[src/rtl/gpd_pkg.sv]
// Shared constants and types of the port A and port B data register block.
package gpd_pkg;

	// ----------------------------------------------------------------
	// Register byte addresses
	// ----------------------------------------------------------------
	localparam logic [31:0] GPD_PA_UPPER_ADDR = 32'hffff8380;
	localparam logic [31:0] GPD_PA_LOWER_ADDR = 32'hffff8382;
	localparam logic [31:0] GPD_PB_ADDR       = 32'hffff8390;

	// ----------------------------------------------------------------
	// Field widths and reset values
	// ----------------------------------------------------------------
	localparam int unsigned GPD_REG_W        = 16;
	localparam int unsigned GPD_PA_UPPER_W   = 8;
	localparam int unsigned GPD_PA_LOWER_W   = 16;
	localparam int unsigned GPD_PA_W         = 24;
	localparam int unsigned GPD_PB_W         = 10;
	localparam int unsigned GPD_PB_ADDR_PINS = 2;
	localparam logic [15:0] GPD_DATA_RESET   = 16'h0000;
	localparam logic [31:0] GPD_RDATA_RESET  = 32'h00000000;

	// ----------------------------------------------------------------
	// Operating modes and access sizes
	// ----------------------------------------------------------------
	typedef enum logic [1:0] {
		GPD_MODE_EXT_NOROM0,
		GPD_MODE_EXT_NOROM1,
		GPD_MODE_EXT_ROM,
		GPD_MODE_SINGLE
	} gpd_mode_t;

	typedef enum logic [1:0] {
		GPD_SIZE_BYTE,
		GPD_SIZE_WORD,
		GPD_SIZE_LONG,
		GPD_SIZE_NONE
	} gpd_size_t;

endpackage : gpd_pkg

[src/rtl/gpd_acc_if.sv]
// Decoded register access passed from the bus decoder to the core.
`timescale 1ns/10ps
`default_nettype none
interface gpd_acc_if;
	logic [15:0] pah_wmask;
	logic [15:0] pal_wmask;
	logic [15:0] pb_wmask;
	logic [15:0] pah_wdata;
	logic [15:0] pal_wdata;
	logic [15:0] pb_wdata;
	logic        rd_pa;
	logic        rd_pb;
	logic [31:0] rd_lanes;

	modport dec
	(
		output pah_wmask, pal_wmask, pb_wmask,
		output pah_wdata, pal_wdata, pb_wdata,
		output rd_pa, rd_pb, rd_lanes
	);
	modport core
	(
		input pah_wmask, pal_wmask, pb_wmask,
		input pah_wdata, pal_wdata, pb_wdata,
		input rd_pa, rd_pb, rd_lanes
	);
endinterface : gpd_acc_if
`default_nettype wire

[src/rtl/gpd_bus_dec.sv]
// Address and byte-lane decoder for the port data registers.
`timescale 1ns/10ps
`default_nettype none
module gpd_bus_dec
(
	input  wire logic [31:0]       i_addr,
	input  wire logic [31:0]       i_wdata,
	input  wire gpd_pkg::gpd_size_t i_size,
	input  wire logic              i_wr,
	input  wire logic              i_rd,
	gpd_acc_if.dec                 acc
);
	import gpd_pkg::*;

	logic [3:0] be;
	logic       word_pa;
	logic       word_pb;

	// Big-endian lanes: the register at an address with bit 1 clear
	// sits in the upper half of the word.
	function automatic logic [15:0] lane_mask(input logic [31:0] ra,
		input logic [3:0] b);
		lane_mask = ra[1] ? {{8{b[1]}}, {8{b[0]}}} : {{8{b[3]}}, {8{b[2]}}};
	endfunction : lane_mask

	function automatic logic [15:0] lane_data(input logic [31:0] ra,
		input logic [31:0] d);
		lane_data = ra[1] ? d[15:0] : d[31:16];
	endfunction : lane_data

	always_comb
	begin
		unique case (i_size)
			GPD_SIZE_BYTE: be = 4'h8 >> i_addr[1:0];
			GPD_SIZE_WORD: be = i_addr[1] ? 4'h3 : 4'hc;
			GPD_SIZE_LONG: be = 4'hf;
			GPD_SIZE_NONE: be = 4'h0;
		endcase
		word_pa = (i_addr[31:2] == GPD_PA_UPPER_ADDR[31:2]);
		word_pb = (i_addr[31:2] == GPD_PB_ADDR[31:2]);
		acc.pah_wmask = (i_wr && word_pa) ?
			lane_mask(GPD_PA_UPPER_ADDR, be) : 16'h0000;
		acc.pal_wmask = (i_wr && word_pa) ?
			lane_mask(GPD_PA_LOWER_ADDR, be) : 16'h0000;
		acc.pb_wmask  = (i_wr && word_pb) ?
			lane_mask(GPD_PB_ADDR, be) : 16'h0000;
		acc.pah_wdata = lane_data(GPD_PA_UPPER_ADDR, i_wdata);
		acc.pal_wdata = lane_data(GPD_PA_LOWER_ADDR, i_wdata);
		acc.pb_wdata  = lane_data(GPD_PB_ADDR, i_wdata);
		acc.rd_pa     = i_rd && word_pa;
		acc.rd_pb     = i_rd && word_pb;
		acc.rd_lanes  = {{8{be[3]}}, {8{be[2]}}, {8{be[1]}}, {8{be[0]}}};
	end

endmodule : gpd_bus_dec
`default_nettype wire

[src/rtl/gpd_port_bits.sv]
// One port data register with its per-bit read and pin-drive logic.
`timescale 1ns/10ps
`default_nettype none
module gpd_port_bits
#(
	parameter int unsigned W        = 8,
	parameter bit          HAS_PINS = 1'b1
)
(
	input  wire logic          i_mclk,
	input  wire logic          i_resetn,
	input  wire logic [15:0]   i_wmask,
	input  wire logic [15:0]   i_wdata,
	input  wire logic [W-1:0]  i_pin,
	input  wire logic [W-1:0]  i_dir,
	input  wire logic [W-1:0]  i_func,
	output logic      [W-1:0]  o_rd_value,
	output logic      [W-1:0]  o_pin_out,
	output logic      [W-1:0]  o_pin_oe
);
	import gpd_pkg::*;

	typedef struct packed
	{
		logic [W-1:0] data;
		logic [W-1:0] oe;
	} gpd_bits_st_t;

	gpd_bits_st_t st;
	gpd_bits_st_t next_st;

	always_comb
	begin
		next_st = st;
		// Writes always land in the register, whatever the pin role.
		next_st.data = (st.data & ~i_wmask[W-1:0])
			| (i_wdata[W-1:0] & i_wmask[W-1:0]);
		// Only an ordinary output lets the register reach the pin.
		next_st.oe = HAS_PINS ? (i_dir & ~i_func) : '0;
	end

	// Only the power-on reset clears the register; no other reset reaches it.
	always_ff @(posedge i_mclk or negedge i_resetn)
	begin
		if (!i_resetn)
		begin
			st.data <= GPD_DATA_RESET[W-1:0];
			st.oe   <= '0;
		end
		else
		begin
			st <= next_st;
		end
	end

	// Input bits read the live pin, output bits read the register.
	assign o_rd_value = HAS_PINS ? ((i_dir & st.data) | (~i_dir & i_pin))
		: st.data;
	assign o_pin_out  = st.data;
	assign o_pin_oe   = st.oe;

endmodule : gpd_port_bits
`default_nettype wire

[src/rtl/gpd_top.sv]
// Port A and port B data registers with register port and pin logic.
//
// Functional notes
// - Input direction bits read the live pin.
// - Output direction bits read the stored value.
// - Ordinary output pins drive the last written value.
// - Writes to input bits store, pins untouched.
// - Output-direction other function: store, read stored, no drive.
// - Power-on reset clears all data bits.
// - Other resets and low-power modes keep contents.
// - Upper port A: pins 23-16 in bits 7-0.
// - Upper port A read/write even without pins.
// - Lower port A: pins 15-0 in bits 15-0.
// - Port B: pins 9-0, bits 15-10 read zero.
// - Port B takes byte, word, long accesses; resets zero.
// - Port B pins 1-0 role follows operating mode.
//
// Design decision made here: the plain strobed port.
`timescale 1ns/10ps
`default_nettype none
module gpd_top
#(
	parameter bit PA_UPPER_PINS = 1'b1
)
(
	input  wire logic                       i_mclk,
	input  wire logic                       i_resetn,
	input  wire logic [31:0]                i_addr,
	input  wire logic [31:0]                i_wdata,
	input  wire gpd_pkg::gpd_size_t         i_size,
	input  wire logic                       i_wr,
	input  wire logic                       i_rd,
	output logic      [31:0]                o_rdata,
	input  wire gpd_pkg::gpd_mode_t         i_mode,
	input  wire logic [gpd_pkg::GPD_PA_W-1:0] i_pa_pin,
	input  wire logic [gpd_pkg::GPD_PA_W-1:0] i_pa_dir,
	input  wire logic [gpd_pkg::GPD_PA_W-1:0] i_pa_func,
	output logic      [gpd_pkg::GPD_PA_W-1:0] o_pa_out,
	output logic      [gpd_pkg::GPD_PA_W-1:0] o_pa_oe,
	input  wire logic [gpd_pkg::GPD_PB_W-1:0] i_pb_pin,
	input  wire logic [gpd_pkg::GPD_PB_W-1:0] i_pb_dir,
	input  wire logic [gpd_pkg::GPD_PB_W-1:0] i_pb_func,
	output logic      [gpd_pkg::GPD_PB_W-1:0] o_pb_out,
	output logic      [gpd_pkg::GPD_PB_W-1:0] o_pb_oe
);
	import gpd_pkg::*;

	// ----------------------------------------------------------------
	// Access decode
	// ----------------------------------------------------------------
	gpd_acc_if acc ();

	gpd_bus_dec u_dec
	(
		.i_addr  (i_addr),
		.i_wdata (i_wdata),
		.i_size  (i_size),
		.i_wr    (i_wr),
		.i_rd    (i_rd),
		.acc     (acc.dec)
	);

	// ----------------------------------------------------------------
	// Effective function select of port B
	// ----------------------------------------------------------------
	logic [GPD_PB_W-1:0] pb_func_eff;

	always_comb
	begin
		pb_func_eff = i_pb_func;
		unique case (i_mode)
			GPD_MODE_EXT_NOROM0,
			GPD_MODE_EXT_NOROM1:
				pb_func_eff[GPD_PB_ADDR_PINS-1:0] = '1;
			GPD_MODE_EXT_ROM:
				pb_func_eff[GPD_PB_ADDR_PINS-1:0] =
					i_pb_func[GPD_PB_ADDR_PINS-1:0];
			GPD_MODE_SINGLE:
				pb_func_eff[GPD_PB_ADDR_PINS-1:0] = '0;
		endcase
	end

	// ----------------------------------------------------------------
	// Data registers
	// ----------------------------------------------------------------
	logic [GPD_PA_UPPER_W-1:0] pah_rd;
	logic [GPD_PA_LOWER_W-1:0] pal_rd;
	logic [GPD_PB_W-1:0]       pb_rd;

	gpd_port_bits #(.W(GPD_PA_UPPER_W), .HAS_PINS(PA_UPPER_PINS)) u_pah
	(
		.i_mclk     (i_mclk),
		.i_resetn   (i_resetn),
		.i_wmask    (acc.pah_wmask),
		.i_wdata    (acc.pah_wdata),
		.i_pin      (i_pa_pin[GPD_PA_W-1:GPD_PA_LOWER_W]),
		.i_dir      (i_pa_dir[GPD_PA_W-1:GPD_PA_LOWER_W]),
		.i_func     (i_pa_func[GPD_PA_W-1:GPD_PA_LOWER_W]),
		.o_rd_value (pah_rd),
		.o_pin_out  (o_pa_out[GPD_PA_W-1:GPD_PA_LOWER_W]),
		.o_pin_oe   (o_pa_oe[GPD_PA_W-1:GPD_PA_LOWER_W])
	);

	gpd_port_bits #(.W(GPD_PA_LOWER_W), .HAS_PINS(1'b1)) u_pal
	(
		.i_mclk     (i_mclk),
		.i_resetn   (i_resetn),
		.i_wmask    (acc.pal_wmask),
		.i_wdata    (acc.pal_wdata),
		.i_pin      (i_pa_pin[GPD_PA_LOWER_W-1:0]),
		.i_dir      (i_pa_dir[GPD_PA_LOWER_W-1:0]),
		.i_func     (i_pa_func[GPD_PA_LOWER_W-1:0]),
		.o_rd_value (pal_rd),
		.o_pin_out  (o_pa_out[GPD_PA_LOWER_W-1:0]),
		.o_pin_oe   (o_pa_oe[GPD_PA_LOWER_W-1:0])
	);

	gpd_port_bits #(.W(GPD_PB_W), .HAS_PINS(1'b1)) u_pb
	(
		.i_mclk     (i_mclk),
		.i_resetn   (i_resetn),
		.i_wmask    (acc.pb_wmask),
		.i_wdata    (acc.pb_wdata),
		.i_pin      (i_pb_pin),
		.i_dir      (i_pb_dir),
		.i_func     (pb_func_eff),
		.o_rd_value (pb_rd),
		.o_pin_out  (o_pb_out),
		.o_pin_oe   (o_pb_oe)
	);

	// ----------------------------------------------------------------
	// Read data
	// ----------------------------------------------------------------
	typedef struct packed
	{
		logic [31:0] rdata;
	} gpd_top_st_t;

	gpd_top_st_t st;
	gpd_top_st_t next_st;
	logic [15:0] pah_ext;
	logic [15:0] pal_ext;
	logic [15:0] pb_ext;

	function automatic logic [31:0] place(input logic [31:0] ra,
		input logic [15:0] v);
		place = ra[1] ? {16'h0000, v} : {v, 16'h0000};
	endfunction : place

	always_comb
	begin
		// Unused upper bits read as zero.
		pah_ext = {{(GPD_REG_W-GPD_PA_UPPER_W){1'b0}}, pah_rd};
		pal_ext = pal_rd;
		pb_ext  = {{(GPD_REG_W-GPD_PB_W){1'b0}}, pb_rd};
		next_st.rdata = GPD_RDATA_RESET;
		if (acc.rd_pa)
		begin
			next_st.rdata = (place(GPD_PA_UPPER_ADDR, pah_ext)
				| place(GPD_PA_LOWER_ADDR, pal_ext)) & acc.rd_lanes;
		end
		else if (acc.rd_pb)
		begin
			next_st.rdata = place(GPD_PB_ADDR, pb_ext) & acc.rd_lanes;
		end
	end

	always_ff @(posedge i_mclk or negedge i_resetn)
	begin
		if (!i_resetn)
		begin
			st.rdata <= GPD_RDATA_RESET;
		end
		else
		begin
			st <= next_st;
		end
	end

	assign o_rdata = st.rdata;

endmodule : gpd_top
`default_nettype wire

[config.mk]
export PLATFORM = sky130hd
export DESIGN_NAME = gpd_top
export DESIGN_NICKNAME = d
export VERILOG_FILES = /design/src/rtl/gpd_pkg.sv /design/src/rtl/gpd_acc_if.sv /design/src/rtl/gpd_bus_dec.sv /design/src/rtl/gpd_port_bits.sv /design/src/rtl/gpd_top.sv
export SDC_FILE = /design/constraint.sdc
export NUM_CORES = 1
export LEC_CHECK = 0
export BUFFER_PORTS_ARGS = -buffer_cell sky130_fd_sc_hd__buf_2
export CAP_MARGIN = 0
export CORE_MARGIN = 8
export CORE_UTILIZATION = 49
export CTS_BUF_LIST = sky130_fd_sc_hd__clkbuf_8 sky130_fd_sc_hd__clkbuf_16
export CTS_CLUSTER_DIAMETER = 100
export CTS_CLUSTER_SIZE = 10
export DETAILED_ROUTE_END_ITERATION = 8
export PLACE_DENSITY = 0.94
export SLEW_MARGIN = 10
export SYNTH_ARGS = -nofsm -noshare
export SYNTH_HDL_FRONTEND = slang
export SYNTH_HIERARCHICAL = 1
export SYNTH_SLANG_ARGS = --single-unit
[constraint.sdc]
create_clock -name i_mclk -period 1.45 [get_ports i_mclk]
set_input_delay 0.29 -clock i_mclk [delete_from_list [all_inputs] [get_ports i_mclk]]
set_output_delay 0.29 -clock i_mclk [all_outputs]
set_load 0.01 [all_outputs]
==> results of run 1 <==
==> worst max-delay path, stage by stage <==
cell	delay [ps]
buf_6	90
nor4_4	370
nand4_4	200
a2111oi_4	360
buf_12	180
mux2_4	300
==> per-stage QoR <==
| stage | instance area, um^2 | utilization (%) | setup WS, ps |
|---|---|---|---|
| 2_1_floorplan | 4941 | - | -447.6 |
| 3_3_place_gp | 5953 | 61.47 | -457.2 |
| 3_5_place_dp | 5953 | 61.47 | -521.8 |
| 4_1_cts | 6236 | 64.39 | -95.30 |
| 5_1_grt | 6315 | 65.21 | -174.3 |
| 6_report | 6315 | 65.21 | -120.8 |
==> power by group <==
| group | switching, mW | internal (mW) |
|---|---|---|
| logic | 0.313 | 0.362 |
| registers | 0.0111 | 2.67 |
| clock network | 0.908 | 1.12 |
| total | 1.23 | 4.15 |
==> final cells by class <==
class                           instances  area, um^2  share of cell area (%)
Sequential cell                        94        2352                   37.25
Multi-Input combinational cell        187        1894                   30.00
Timing Repair Buffer                  287        1640                   25.98
Tap cell                              133       166.4                   2.635
Clock buffer                           12       165.2                   2.615
Clock inverter                          4       77.57                   1.228
Inverter                                5       18.77                  0.2972
==> repair_timing <==
action | CTS | global route
pin swaps | 2 | 6
hold buffers | 1 | 0
hold endpoints to repair | 22 | 0
endpoints found under the setup margin | 32 | 50
cloned | 0 | 2
resized for setup | 4 | 14
setup buffers | 1 | 2
==> per-layer routing <==
layer	global-route usage [%]	wire length [um]	vias up
met4	9.421	382	0
li1	-	-	1595
met3	5.836	1085	34
met5	0	0	-
met2	38.84	7850	182
met1	20.38	5062	1701
==> worst paths after layout <==
kind                                   start                          to  slack (ps)  cells after the start
worst max-delay path               i_addr[2]                    register        -120                      6
worst min-delay path            i_pa_func[5]           u_pal/o_pin_oe[5]          70                      2
worst max register to register      register                  o_rdata[3]         450                      2
worst min register to register      register                    register         550                      1
max in group asynchronous           i_resetn  asynchronous set/reset pin         550                      3
min in group asynchronous           i_resetn                 o_rdata[10]         400                      2
==> impl_metrics.tcl, run 1 <==
set metrics [dict create \
    power-per-cell-area_nw_per_um2 851.9 \
    cts-buffers-inserted 9 \
    gpl.final_weighted_congestion 0.8550 \
    finalSetupViolCount 34 \
    clk_path_buf_depth 2 \
    final_cell_count_no_fill 722 \
    start_kind "input pin" \
    global_route.overflow_total 0 \
    finalCritPeriodShare_pct 108.3 \
    rows 36 \
    layout_commonest_cell "buf_2" \
    whs_ps 67.39 \
    die_width_um 115.6 \
    timing.final.max_slew_violations 0 \
    grt_start_max_net_pins 34 \
    gr-usage-all-layers_pct 20.58 \
    worst_skew_late_latency_ps 360 \
    status "finished, violations left" \
    route.vias.total 3512 \
    core-area_um2 9684 \
    initial_utilization_pct 50.22 \
    num-fill-cells 731 \
    hpwl_um 11560 \
    ctsHtreeMaxLevel 3 \
    post_drt_via_cell_ratio 4.864 \
    final.setup_skew_ps 16.70 \
    grt_pass1_vias 4099 \
    post_synth_inst_count 375 \
    setup_slack_ps -120.8 \
    grt_antenna_before_repair 0 \
    final_cell_mix "258 x buf_2, 94 x dfrtp_1, 68 x mux2_4, 34 x nor2b_1, 17 x and3_1" \
    cts_root_buffer "clkbuf_8" \
    timing_worst_slew_pin_value_ps 660.2 \
    die_h_um 115.6 \
    route.detailed.drc 0 \
    power.total_mw 5.380 \
    critPathArrivalTime_ps 1810 \
    crit_type "in -> reg" \
    dp_cells 700 \
    layout-drive-gt1-share_pct 66.55 \
    violations "negative setup slack" \
    timing.critical_path.required_ps 1690 \
    clock_sink_count 94 \
    hold_viol_final 0 \
    num_antenna_cells 0 \
    ir_drop_v 0.0004546 \
    synth.cell_area_um2 4863 \
    maxCapViolations 0 \
    first_pass_grt_wire_length_um 20980 \
    grt_setup_unrepaired "true" \
    post_synth.cell_area_avg_um2 12.97 \
    critPathCaptureType "register" \
    post-route-min-period_ps 1571 \
    finalWirelength_um 14380 \
    aggregate_negative_setup_slack_ps -3269 \
    port-buffer-count 261 \
    syn2layout_area_growth_pct 29.84 \
    antenna_violating_nets_post_route 0 \
    number_of_warnings_printed_during_yosys_synthesis 6 \
    achievable_frequency_mhz 636.6 \
    cts_tree "built" \
    fp.dieArea_um2 13370 \
    cellLeakagePower_nw 3.602 \
    fin_nets 758 \
    max_slew_margin_pct 55.82 \
    avgRoutedWirePerCell_um 19.92 \
    timing.hold.worst.class "in -> reg" \
    worst_setup_hold_path_clk_slew_ps 90 \
    ios 274 \
    detail_route.first_pass.iterations 4 \
    count_of_routing_violations_after_the_opening_detailed_route_iteration 132 \
    timing.critical_path.fanout_max 8 \
]
Power figures use the tool's default switching activity.
==> inputs of run 2 (changes only) <==
Settings changed: CORE_UTILIZATION 49 to 46, CTS_BUF_LIST sky130_fd_sc_hd__clkbuf_8 sky130_fd_sc_hd__clkbuf_16 to default, PLACE_DENSITY 0.94 to 0.9.
Clock period 1.45 ns to 1.65 ns, I/O delays scaled along.
==> impl_metrics.tcl, run 2 (same netlist as run 1, synthesis figures left out) <==
set metrics [dict create \
    dpl_cell_area_um2 5914 \
    layout_commonest_cell "buf_2" \
    power.total_mw 4.511 \
    grt_setup_unrepaired "false" \
    first_pass_grt_wire_length_um 20760 \
    timing.hold.worst.class "in -> async" \
    die_width_um 118.8 \
    finalSetupViolCount 0 \
    gr-usage-met1_pct 18.03 \
    grt_start_max_net_pins 95 \
    timing_worst_slew_pin_value_ps 598.3 \
    power-per-cell-area_nw_per_um2 736.9 \
    crit_path_cell_trace "buf_2 -> nor4b_4 -> nand4_4 -> a2111oi_4 -> buf_12 -> mux2_4" \
    gpl.final_weighted_congestion 0.7866 \
    rows 37 \
    final_cell_mix "260 x buf_2, 94 x dfrtp_1, 68 x mux2_4, 35 x nor2b_1, 17 x and3_1" \
    critPathCaptureType "register" \
    regToRegSetupSlack_ps 680 \
    num_antenna_cells 0 \
    post_drt_via_cell_ratio 4.737 \
    post-route-min-period_ps 1623 \
    hold_viol_final 5 \
    cts_setup_buffers 0 \
    max_slew_margin_pct 60.12 \
    finalInstanceArea_um2 6122 \
    antenna_violating_nets_post_route 0 \
    crit_type "in -> reg" \
    clock_sink_count 94 \
    critPathArrivalTime_ps 1860 \
    achievable_frequency_mhz 616.2 \
    power.switching_fraction_pct 23.97 \
    p_comb_share_pct 12.5 \
    cts_tree "built" \
    worst_skew_late_latency_ps 350 \
    die_h_um 118.8 \
    final.setup_skew_ps 9.128 \
    postCtsHoldBufs 0 \
    cts-buffers-inserted 9 \
    whs_ps -7.137 \
    cts_root_buffer "clkbuf_8" \
    clkPwrFrac_pct 35.3 \
    detail_route.first_pass.iterations 4 \
    share_seq_of_total_power_pct 52.2 \
    path_buf_inv 2 \
    ios 274 \
    grt.met3_usage_pct 5.385 \
    cellLeakagePower_nw 3.513 \
    count_of_routing_violations_after_the_opening_detailed_route_iteration 158 \
    met2_track_demand_over_resource_pct 34.26 \
    global_route.overflow_total 0 \
    timing.final.max_slew_violations 0 \
    cpPeakStageDelay_ps 390 \
    grt_antenna_before_repair 0 \
    avgRoutedWirePerCell_um 18.64 \
    route.detailed.drc 0 \
    gr-usage-all-layers_pct 18.36 \
    route.vias.total 3387 \
    internal_power_mw 3.430 \
    timing.critical_path.required_ps 1880 \
    ir_drop_v 0.0003811 \
    clk_path_buf_depth 2 \
    hpwl_um 10780 \
    layout-drive-gt1-share_pct 65.80 \
    port-buffer-count 261 \
    finalWirelength_um 13330 \
    fin_nets 748 \
    slowest_stage "nor4b_4" \
    violations "negative hold slack" \
    maxCapViolations 0 \
    timing.critical_path.max_delay_family "simple AND/OR/NAND/NOR gates" \
    core-area_um2 10280 \
    worst_setup_hold_path_clk_slew_ps 90 \
    worstSetupStartpoint "i_addr[10]" \
    finalCritPeriodShare_pct 98.36 \
    syn2layout_area_growth_pct 25.88 \
    gr-max-usage-layer "met2" \
    fp.dieArea_um2 14120 \
    ctsHtreeMaxLevel 3 \
    critical_path.reg2reg.endpoint "o_rdata[15]" \
    start_kind "input pin" \
    p_switching_mw 1.081 \
    initial_utilization_pct 47.32 \
    cts.repair.resized 0 \
    grt_pass1_vias 4005 \
    status "finished, violations left" \
    worst_reg_to_reg_cells 2 \
    timing.critical_path.fanout_max 8 \
]
-- run 2: changes by cell type in the layout (fill, tap and decap cells not counted), moves of 2 or more --
cell / delta
buf_4: +2
buf_6: -11
buf_2: +2
clkinv_4: -2
clkinv_2: +2
-- run 2: cell type report --
type                       count  area [um^2]
fill                         871         4155
clock inverter                 5        56.30
timing repair buffer         278         1511
tap                          136        170.2
multi-input combinational    186         1862
sequential                    94         2352
inverter                       5        18.77
clock buffer                  11        151.4
-- run 2: power by group through the flow --
| stage | Clock (mW) | Sequential [mW] | Combinational, mW |
|---|---|---|---|
| after detailed placement | 0 | 2.40 | 0.567 |
| after global placement | 0 | 2.40 | 0.544 |
| final | 1.59 | 2.35 | 0.562 |
| after global routing | 1.72 | 2.36 | 0.614 |
| after CTS | 1.62 | 2.35 | 0.569 |
| after floorplan | 0 | 2.42 | 0.293 |
-- run 2: worst max-delay path by stage --
| stage | end | slack (ps) | cells after the start |
|---|---|---|---|
| after floorplan | register | -290 | 5 |
| after global placement | register | -310 | 6 |
| after detailed placement | register | -330 | 6 |
| after CTS | register | 40 | 6 |
| after global routing | register | 3 | 6 |
| final | register | 30 | 6 |
-- run 2: layer usage --
layer | vias to the layer above | part of all wire (%)
li1 | 1574 | -
met1 | 1613 | 36
met2 | 171 | 53
met3 | 29 | 7.2
met4 | 0 | 3.3
met5 | - | 0
-- run 2: through the flow --
step	worst slack, ps	utilization, %	cells	setup TNS, ps
floorplan	-287.6	-	380	-6186
global placement	-306.4	57.55	699	-12140
detailed placement	-328.2	57.55	699	-12920
CTS	41.87	59.57	715	0
global route	3.158	59.57	715	0
finish	27.05	59.57	715	0
